**config.mk**
```make
export PLATFORM = sky130hd
export DESIGN_NAME = ddc_pwm
export DESIGN_NICKNAME = d
export VERILOG_FILES = /design/src/hdl/ddc_pkg.sv /design/src/hdl/ddc_deadband.sv /design/src/hdl/ddc_pwm.sv
export SDC_FILE = /design/constraint.sdc
export NUM_CORES = 1
export LEC_CHECK = 0
export BUFFER_PORTS_ARGS = -buffer_cell sky130_fd_sc_hd__buf_2
export CAP_MARGIN = 25
export CORE_AREA = 2 2 174 244
export CTS_CLUSTER_SIZE = 12
export DETAILED_ROUTE_END_ITERATION = 6
export DIE_AREA = 0 0 176 246
export PLACE_DENSITY = 0.45
export SLEW_MARGIN = 25
export SYNTH_ARGS = -nofsm -noshare
export SYNTH_HDL_FRONTEND = slang
export SYNTH_SLANG_ARGS = --single-unit
```
**constraint.sdc**
```tcl
create_clock -name mclk_i -period 5.4 [get_ports mclk_i]
set_input_delay 0 -clock mclk_i [delete_from_list [all_inputs] [get_ports mclk_i]]
set_output_delay 0 -clock mclk_i [all_outputs]
set_load 0.05 [all_outputs]
```
**src/hdl/ddc_pkg.sv**
```systemverilog
// Shared constants for the dead-time correcting PWM generator.
package ddc_pkg;
	localparam int DDC_PHASES = 3;
	localparam int DDC_VW = 16;
	localparam int DDC_DW = 8;
	localparam logic [7:0] DDC_OFF_CTRL = 8'h00;
	localparam logic [7:0] DDC_OFF_PERIOD = 8'h04;
	localparam logic [7:0] DDC_OFF_DEAD = 8'h08;
	localparam logic [7:0] DDC_OFF_VAL0 = 8'h0C;
	localparam logic [7:0] DDC_OFF_SENSE = 8'h24;
	localparam logic [7:0] DDC_OFF_STATUS = 8'h28;
	localparam int DDC_CTRL_RUN = 0;
	localparam int DDC_CTRL_CENTER = 1;
	localparam int DDC_CTRL_CORR = 2;
	localparam logic [2:0] DDC_CTRL_RST = 3'h0;
	localparam logic [15:0] DDC_PERIOD_RST = 16'h0100;
	localparam logic [7:0] DDC_DEAD_RST = 8'h10;
	localparam logic [15:0] DDC_VAL_RST = 16'h0000;
endpackage

```
**src/hdl/ddc_deadband.sv**
```systemverilog
// One half-bridge: complementary gates with dead interval and sense sampling.
`timescale 1ns/1ps
`default_nettype none
module ddc_deadband
	import ddc_pkg::*;
(
	input wire logic mclk_i,
	input wire logic rst_i,
	input wire logic en_i,
	input wire logic ref_i,
	input wire logic [DDC_DW-1:0] dead_i,
	input wire logic sense_i,
	output logic top_o,
	output logic bot_o,
	output logic rise_smp_o,
	output logic fall_smp_o,
	output logic smp_stb_o
);
	logic tgt, in_dead;
	logic [DDC_DW-1:0] cnt;
	logic next_tgt, next_in_dead, next_top, next_bot;
	logic next_rise, next_fall, next_stb;
	logic [DDC_DW-1:0] next_cnt;

	// Both gates come from the single reference, so they cannot overlap.
	always_comb
	begin
		next_tgt = tgt;
		next_in_dead = in_dead;
		next_cnt = cnt;
		next_top = top_o;
		next_bot = bot_o;
		next_rise = rise_smp_o;
		next_fall = fall_smp_o;
		next_stb = 1'b0;
		if (!en_i)
		begin
			next_tgt = 1'b0;
			next_in_dead = 1'b0;
			next_cnt = '0;
			next_top = 1'b0;
			next_bot = 1'b0;
		end
		else if (ref_i != tgt)
		begin
			// Turn both off first; a dead value of zero still gives one cycle.
			next_tgt = ref_i;
			next_in_dead = 1'b1;
			next_cnt = dead_i;
			next_top = 1'b0;
			next_bot = 1'b0;
		end
		else if (in_dead)
		begin
			if (cnt <= 8'h01)
			begin
				// End of the dead interval: sample, then switch on.
				next_in_dead = 1'b0;
				next_top = tgt;
				next_bot = ~tgt;
				next_stb = 1'b1;
				if (tgt)
					next_rise = sense_i;
				else
					next_fall = sense_i;
			end
			else
				next_cnt = cnt - 8'h01;
		end
	end

	// Register the gate state.
	always_ff @(posedge mclk_i)
	begin
		if (rst_i)
		begin
			tgt <= 1'b0;
			in_dead <= 1'b0;
			cnt <= '0;
			top_o <= 1'b0;
			bot_o <= 1'b0;
			rise_smp_o <= 1'b0;
			fall_smp_o <= 1'b0;
			smp_stb_o <= 1'b0;
		end
		else
		begin
			tgt <= next_tgt;
			in_dead <= next_in_dead;
			cnt <= next_cnt;
			top_o <= next_top;
			bot_o <= next_bot;
			rise_smp_o <= next_rise;
			fall_smp_o <= next_fall;
			smp_stb_o <= next_stb;
		end
	end
endmodule
`default_nettype wire

```
**src/hdl/ddc_pwm.sv**
```systemverilog
// Three-phase complementary PWM with dead-time distortion correction.
`timescale 1ns/1ps
`default_nettype none
module ddc_pwm
	import ddc_pkg::*;
(
	input wire logic mclk_i,
	input wire logic rst_i,
	input wire logic psel_i,
	input wire logic penable_i,
	input wire logic pwrite_i,
	input wire logic [7:0] paddr_i,
	input wire logic [31:0] pwdata_i,
	output logic [31:0] prdata_o,
	output logic pready_o,
	output logic pslverr_o,
	input wire logic [DDC_PHASES-1:0] sense_i,
	output logic [DDC_PHASES-1:0] gate_top_o,
	output logic [DDC_PHASES-1:0] gate_bot_o
);
	logic [2:0] ctrl, next_ctrl;
	logic [DDC_VW-1:0] period, next_period;
	logic [DDC_DW-1:0] dead, next_dead;
	logic [DDC_VW-1:0] val [2*DDC_PHASES];
	logic [DDC_VW-1:0] next_val [2*DDC_PHASES];
	logic [DDC_VW-1:0] act [DDC_PHASES];
	logic [DDC_VW-1:0] next_act [DDC_PHASES];
	logic [DDC_VW-1:0] cnt, next_cnt;
	logic down, next_down, bound, next_bound;
	logic [DDC_PHASES-1:0] pol, next_pol, ref_q, next_ref;
	logic [DDC_PHASES-1:0] sync1, sync2;
	logic [DDC_PHASES-1:0] rise_smp, fall_smp, smp_stb;
	logic [31:0] next_prdata;
	logic next_pready, next_pslverr;
	logic wr_en;
	logic [2*DDC_PHASES-1:0] sense_bits;

	// Two flops on each sense pin before anything looks at it.
	always_ff @(posedge mclk_i)
	begin
		if (rst_i)
		begin
			sync1 <= '0;
			sync2 <= '0;
		end
		else
		begin
			sync1 <= sense_i;
			sync2 <= sync1;
		end
	end

	// A write lands only at the edge where the completer answers.
	assign wr_en = psel_i & penable_i & pready_o & pwrite_i;

	// Register file writes.
	always_comb
	begin
		next_ctrl = ctrl;
		next_period = period;
		next_dead = dead;
		for (int i = 0; i < 2*DDC_PHASES; i++)
			next_val[i] = val[i];
		if (wr_en)
		begin
			if (paddr_i == DDC_OFF_CTRL)
				next_ctrl = pwdata_i[2:0];
			else if (paddr_i == DDC_OFF_PERIOD)
				next_period = pwdata_i[DDC_VW-1:0];
			else if (paddr_i == DDC_OFF_DEAD)
				next_dead = pwdata_i[DDC_DW-1:0];
			for (int i = 0; i < 2*DDC_PHASES; i++)
				if (paddr_i == DDC_OFF_VAL0 + 8'(4*i))
					next_val[i] = pwdata_i[DDC_VW-1:0];
		end
	end

	always_ff @(posedge mclk_i)
	begin
		if (rst_i)
		begin
			ctrl <= DDC_CTRL_RST;
			period <= DDC_PERIOD_RST;
			dead <= DDC_DEAD_RST;
			for (int i = 0; i < 2*DDC_PHASES; i++)
				val[i] <= DDC_VAL_RST;
		end
		else
		begin
			ctrl <= next_ctrl;
			period <= next_period;
			dead <= next_dead;
			for (int i = 0; i < 2*DDC_PHASES; i++)
				val[i] <= next_val[i];
		end
	end

	// Each phase reports the sample of its rising and falling dead interval.
	always_comb
	begin
		for (int p = 0; p < DDC_PHASES; p++)
		begin
			sense_bits[2*p] = rise_smp[p];
			sense_bits[2*p+1] = fall_smp[p];
		end
	end

	// APB answer: one wait state, so reads always see settled data.
	always_comb
	begin
		next_pready = 1'b0;
		next_pslverr = 1'b0;
		next_prdata = prdata_o;
		if (psel_i && penable_i && !pready_o)
		begin
			next_pready = 1'b1;
			next_prdata = '0;
			if (paddr_i == DDC_OFF_CTRL)
				next_prdata = {29'h0000_0000, ctrl};
			else if (paddr_i == DDC_OFF_PERIOD)
				next_prdata = {16'h0000, period};
			else if (paddr_i == DDC_OFF_DEAD)
				next_prdata = {24'h00_0000, dead};
			else if (paddr_i == DDC_OFF_SENSE)
				next_prdata = {26'h000_0000, sense_bits};
			else if (paddr_i == DDC_OFF_STATUS)
				next_prdata = {29'h0000_0000, pol};
			else if (paddr_i >= DDC_OFF_VAL0 && paddr_i < DDC_OFF_SENSE
				&& paddr_i[1:0] == 2'b00)
			begin
				for (int i = 0; i < 2*DDC_PHASES; i++)
					if (paddr_i == DDC_OFF_VAL0 + 8'(4*i))
						next_prdata = {16'h0000, val[i]};
			end
			else
				next_pslverr = 1'b1;
		end
	end

	always_ff @(posedge mclk_i)
	begin
		if (rst_i)
		begin
			pready_o <= 1'b0;
			pslverr_o <= 1'b0;
			prdata_o <= 32'h0000_0000;
		end
		else
		begin
			pready_o <= next_pready;
			pslverr_o <= next_pslverr;
			prdata_o <= next_prdata;
		end
	end

	// Period counter: saw-tooth or up/down; up/down doubles the period length.
	always_comb
	begin
		next_cnt = cnt;
		next_down = down;
		next_bound = 1'b0;
		if (!ctrl[DDC_CTRL_RUN])
		begin
			next_cnt = '0;
			next_down = 1'b0;
			next_bound = 1'b1;
		end
		else if (!ctrl[DDC_CTRL_CENTER])
		begin
			next_down = 1'b0;
			if (cnt + 16'h0001 >= period)
			begin
				next_cnt = '0;
				next_bound = 1'b1;
			end
			else
				next_cnt = cnt + 16'h0001;
		end
		else if (!down)
		begin
			if (cnt >= period)
			begin
				next_down = 1'b1;
				next_cnt = (cnt == 16'h0000) ? cnt : cnt - 16'h0001;
			end
			else
				next_cnt = cnt + 16'h0001;
		end
		else if (cnt == 16'h0000)
		begin
			next_down = 1'b0;
			next_bound = 1'b1;
			next_cnt = (period == 16'h0000) ? cnt : 16'h0001;
		end
		else
			next_cnt = cnt - 16'h0001;
	end

	// Polarity follows each sample; the selection it drives moves at bounds.
	always_comb
	begin
		next_pol = pol;
		for (int p = 0; p < DDC_PHASES; p++)
		begin
			if (smp_stb[p])
				next_pol[p] = sync2[p] ? 1'b1 : 1'b0;
			next_act[p] = act[p];
			if (bound)
			begin
				if (ctrl[DDC_CTRL_CORR] && pol[p])
					next_act[p] = val[2*p+1];
				else
					next_act[p] = val[2*p];
			end
			next_ref[p] = ctrl[DDC_CTRL_RUN] && (cnt < act[p]);
		end
	end

	always_ff @(posedge mclk_i)
	begin
		if (rst_i)
		begin
			cnt <= '0;
			down <= 1'b0;
			bound <= 1'b0;
			pol <= '0;
			ref_q <= '0;
			for (int p = 0; p < DDC_PHASES; p++)
				act[p] <= DDC_VAL_RST;
		end
		else
		begin
			cnt <= next_cnt;
			down <= next_down;
			bound <= next_bound;
			pol <= next_pol;
			ref_q <= next_ref;
			for (int p = 0; p < DDC_PHASES; p++)
				act[p] <= next_act[p];
		end
	end

	// One dead-band stage per phase.
	for (genvar p = 0; p < DDC_PHASES; p++)
	begin : g_phase
		ddc_deadband u_db
		(
			.mclk_i(mclk_i),
			.rst_i(rst_i),
			.en_i(ctrl[DDC_CTRL_RUN]),
			.ref_i(ref_q[p]),
			.dead_i(dead),
			.sense_i(sync2[p]),
			.top_o(gate_top_o[p]),
			.bot_o(gate_bot_o[p]),
			.rise_smp_o(rise_smp[p]),
			.fall_smp_o(fall_smp[p]),
			.smp_stb_o(smp_stb[p])
		);
	end
endmodule
`default_nettype wire

```
==> metrics.txt <==
outcome finished clean; Residual DRC 0; P_int around 3.2 mW; Seq/Total Area, Yosys 0.383; CTS Buf Count 30; Fin. Hold Viols 0; largest net degree at the start of global routing 93; async set-reset flop share out of synthesis 0; required time worst endpoint just under 6 ns; Least-Margin Pin Slew roughly 1.1 ns; detailed router's first-iteration violation count ~900; worst skew pair latency between 0.5 and 0.6 ns; count leader, synth nand2_1; Vias/cell around 5.4; number of global-route vias before repair 12000; Synth Area in Compound Gates 0.195; switching share of power 0.247; Final GP Congestion ~0.83; antenna violation net count after detailed routing 0; Die H about 250 µm; mux cell area share after synthesis 0.0102; Setup Buffers After CTS 0; Hold Crit Class in -> reg; TritonRoute pass-1 iters 5; initial antenna violation count 0; crit path launch type flop; average cell area after synthesis 7.82 µm²; Hold Startpoint paddr_i[3]; Yosys top cell area share 0.383; Post-Route WL 47700 µm; overall global routing resource usage 0.217; Die ar. roughly 43000 µm²; post-synthesis adder-cell area fraction 0.0771; routed len/inst approximately 20 µm; Setup TNS Final 0 ns; root buf cell clkbuf_16; # port buffers 55; CTS tree built; skew final roughly 0.027 ns; reg-to-reg endpoint cnt[13]$_SDFFE_PP0P_; Worst Hold Path EP pslverr_o$_SDFF_PP0_; I/O Pins just under 90; Worst R2R Start cnt[2]$_SDFFE_PP0P_; leakage around 5.6 nW; Initial Utilization 0.336; core footprint between 40000 and 50000 µm²; WHS about 0.045 ns; Setup WS pre-CTS ~1.4 ns; Max rail drop VDD 236 µV; Synth Area in XOR/XNOR 0.0248; CP dominant cell by count nand3_1; worst setup margin 1.39 ns; Synth Register Bits 264; Comb pwr share 0.053; die width about 180 µm; post-synthesis simple-gate area fraction 0.240; RSZ-0062 raised after global routing false; Arr. time, crit path about 4.4 ns; setup violation total in the final timing report 0; switching power about 1.0 mW; Row Count 88; n_diodes 0; R2R setup slack between 1 and 1.5 ns; PwrDens 273 nW/µm²; f_max 0.249 GHz; Yosys warnings 0; largest family of logic cells by synthesized area simple AND/OR/NAND/NOR gates; Slowest cell on crit path dfxtp_1; grt ovf 0; Area growth, synth to finish 12.7%; top post-synthesis cells by area dfxtp_1 38%, nand2_1 10%, ha_1 7.7%; nets@finish between 1500 and 2000; clock buffer depth 3; Netlist cell types 71; Hold Crit Depth 4; Sequential Power Share 0.468; number of synthesized flops with an enable pin 0; max_cap viols 0; share of layout cells above drive strength 1 0.0819; CP Capture Type flop; Slowest Stage Delay on Critical Path 0.69 ns; relative slew slack 0.282; Syn Inst Count about 1800; vias approximately 13000; final critical-path required period 4.01 ns; synth cell count leaders 368 x nand2_1, 264 x dfxtp_1, 178 x a21oi_1, 148 x nor2_1; post-DP HPWL around 34000 µm; max-slew violations 0; clock network fraction of total power 0.479; crit-path cells nand3_1, nor4_2, and2_1, nand3_1, xnor2_1, ha_1, nand3_1, or3_1, o22ai_1, nor2_1, a211oi_1, a211oi_1; post-synthesis cell area roughly 14000 µm²; CP Max Fanout 16; number of H-tree levels 1; Synth area leader dfxtp_1; Crit Path Class reg -> reg; Sink Count between 200 and 300; first-pass GRT wire length 72700 µm; Synth Flop Type dfxtp_1; CTS clk-pin slew, worst paths about 0.06 ns; period utilization 0.742; r2r worst-path depth 12
-- flip-flops by register name (all words and copies together), names as in the netlist, 8 cells and up --
name and flops:
g_phase.u_db.cnt 24, val 96, period 16, dead 8, prdata_o 16, act 48
cnt 16
-- routing by layer --
metal / track usage / share of wire
met1: 0.274 / 0.44
met2: 0.384 / 0.49
met3: 0.0231 / 0.038
met4: 0.0761 / 0.035
met5: 0 / 0
-- critical path: cells and delay by family, from the launching register on --
| kind | cells | cell delay (ns) |
|---|---|---|
| xor gates and xnor gates | 1 | 0.16 |
| AOI/OAI and AO/OA | 3 | 0.75 |
| adders and majority gates | 1 | 0.31 |
| DFF | 1 | 0.69 |
| and+or+nand+nor | 7 | 1.92 |
-- layout by cell type, fill, tap and decap left out, types with 40 or more instances in the layout --
master | netlist | layout
o21ai_0 | 40 | 40
ha_1 | 85 | 85
nand2_1 | 368 | 368
a311oi_1 | 53 | 53
inv_1 | 78 | 78
dfxtp_1 | 264 | 262
a21oi_1 | 178 | 178
nand3_1 | 79 | 79
nor2_1 | 148 | 145
buf_2 | 21 | 54
-- final cells by class --
class	instances	area [µm²]
Multi-Input combinational cell	1296	7620
Fill cell	4293	25500
Timing Repair Buffer	102	712
Tap cell	540	676
Sequential cell	264	5290
Clock buffer	42	867
Inverter	79	297
Clock inverter	11	90.1
-- worst max-delay path by stage --
stage	startpoint	endpoint	slack, ns
4_1_cts	cnt[2]$_SDFFE_PP0P_	cnt[13]$_SDFFE_PP0P_	1.36
6_report	cnt[2]$_SDFFE_PP0P_	cnt[13]$_SDFFE_PP0P_	1.39
2_1_floorplan	cnt[1]$_SDFFE_PP0P_	cnt[2]$_SDFFE_PP0P_	2.27
3_3_place_gp	cnt[2]$_SDFFE_PP0P_	cnt[9]$_SDFFE_PP0P_	1.43
3_5_place_dp	cnt[2]$_SDFFE_PP0P_	cnt[13]$_SDFFE_PP0P_	1.39
5_1_grt	cnt[2]$_SDFFE_PP0P_	cnt[9]$_SDFFE_PP0P_	1.10
-- kinds of logic (layout without fill, tap and decap cells) --
family / after synthesis / count (layout)
muxes: 14 / 14
other: 1 / 16
adders and majority gates: 85 / 85
xor gates and xnor gates: 39 / 39
and+or+nand+nor: 732 / 732
DFF: 264 / 264
buffers and inverters: 219 / 234
AOI/OAI and AO/OA: 410 / 410
-- stage by stage --
step           total power [mW]  instance area [µm²]   util  cells
6_report                   4.24                15600  0.379   2334
5_1_grt                    4.39                15600  0.379   2334
4_1_cts                    4.30                15500  0.378   2333
3_5_place_dp               2.24                14300  0.348   2250
3_3_place_gp               2.24                14300  0.348   2250
2_1_floorplan              2.17                13900      -   1779
-- power groups by stage --
stage	clock network [mW]	logic, mW	registers [mW]
3_3_place_gp	0	0.205	2.03
3_5_place_dp	0	0.207	2.03
5_1_grt	2.16	0.241	1.99
4_1_cts	2.09	0.223	1.99
6_report	2.03	0.224	1.99
2_1_floorplan	0	0.139	2.03
-- what timing repair did --
item,CTS,global route
hold buffers,30,1
hold endpoints to repair,142,3
gates resized for setup,0,0
Power figures use the tool's default switching activity.
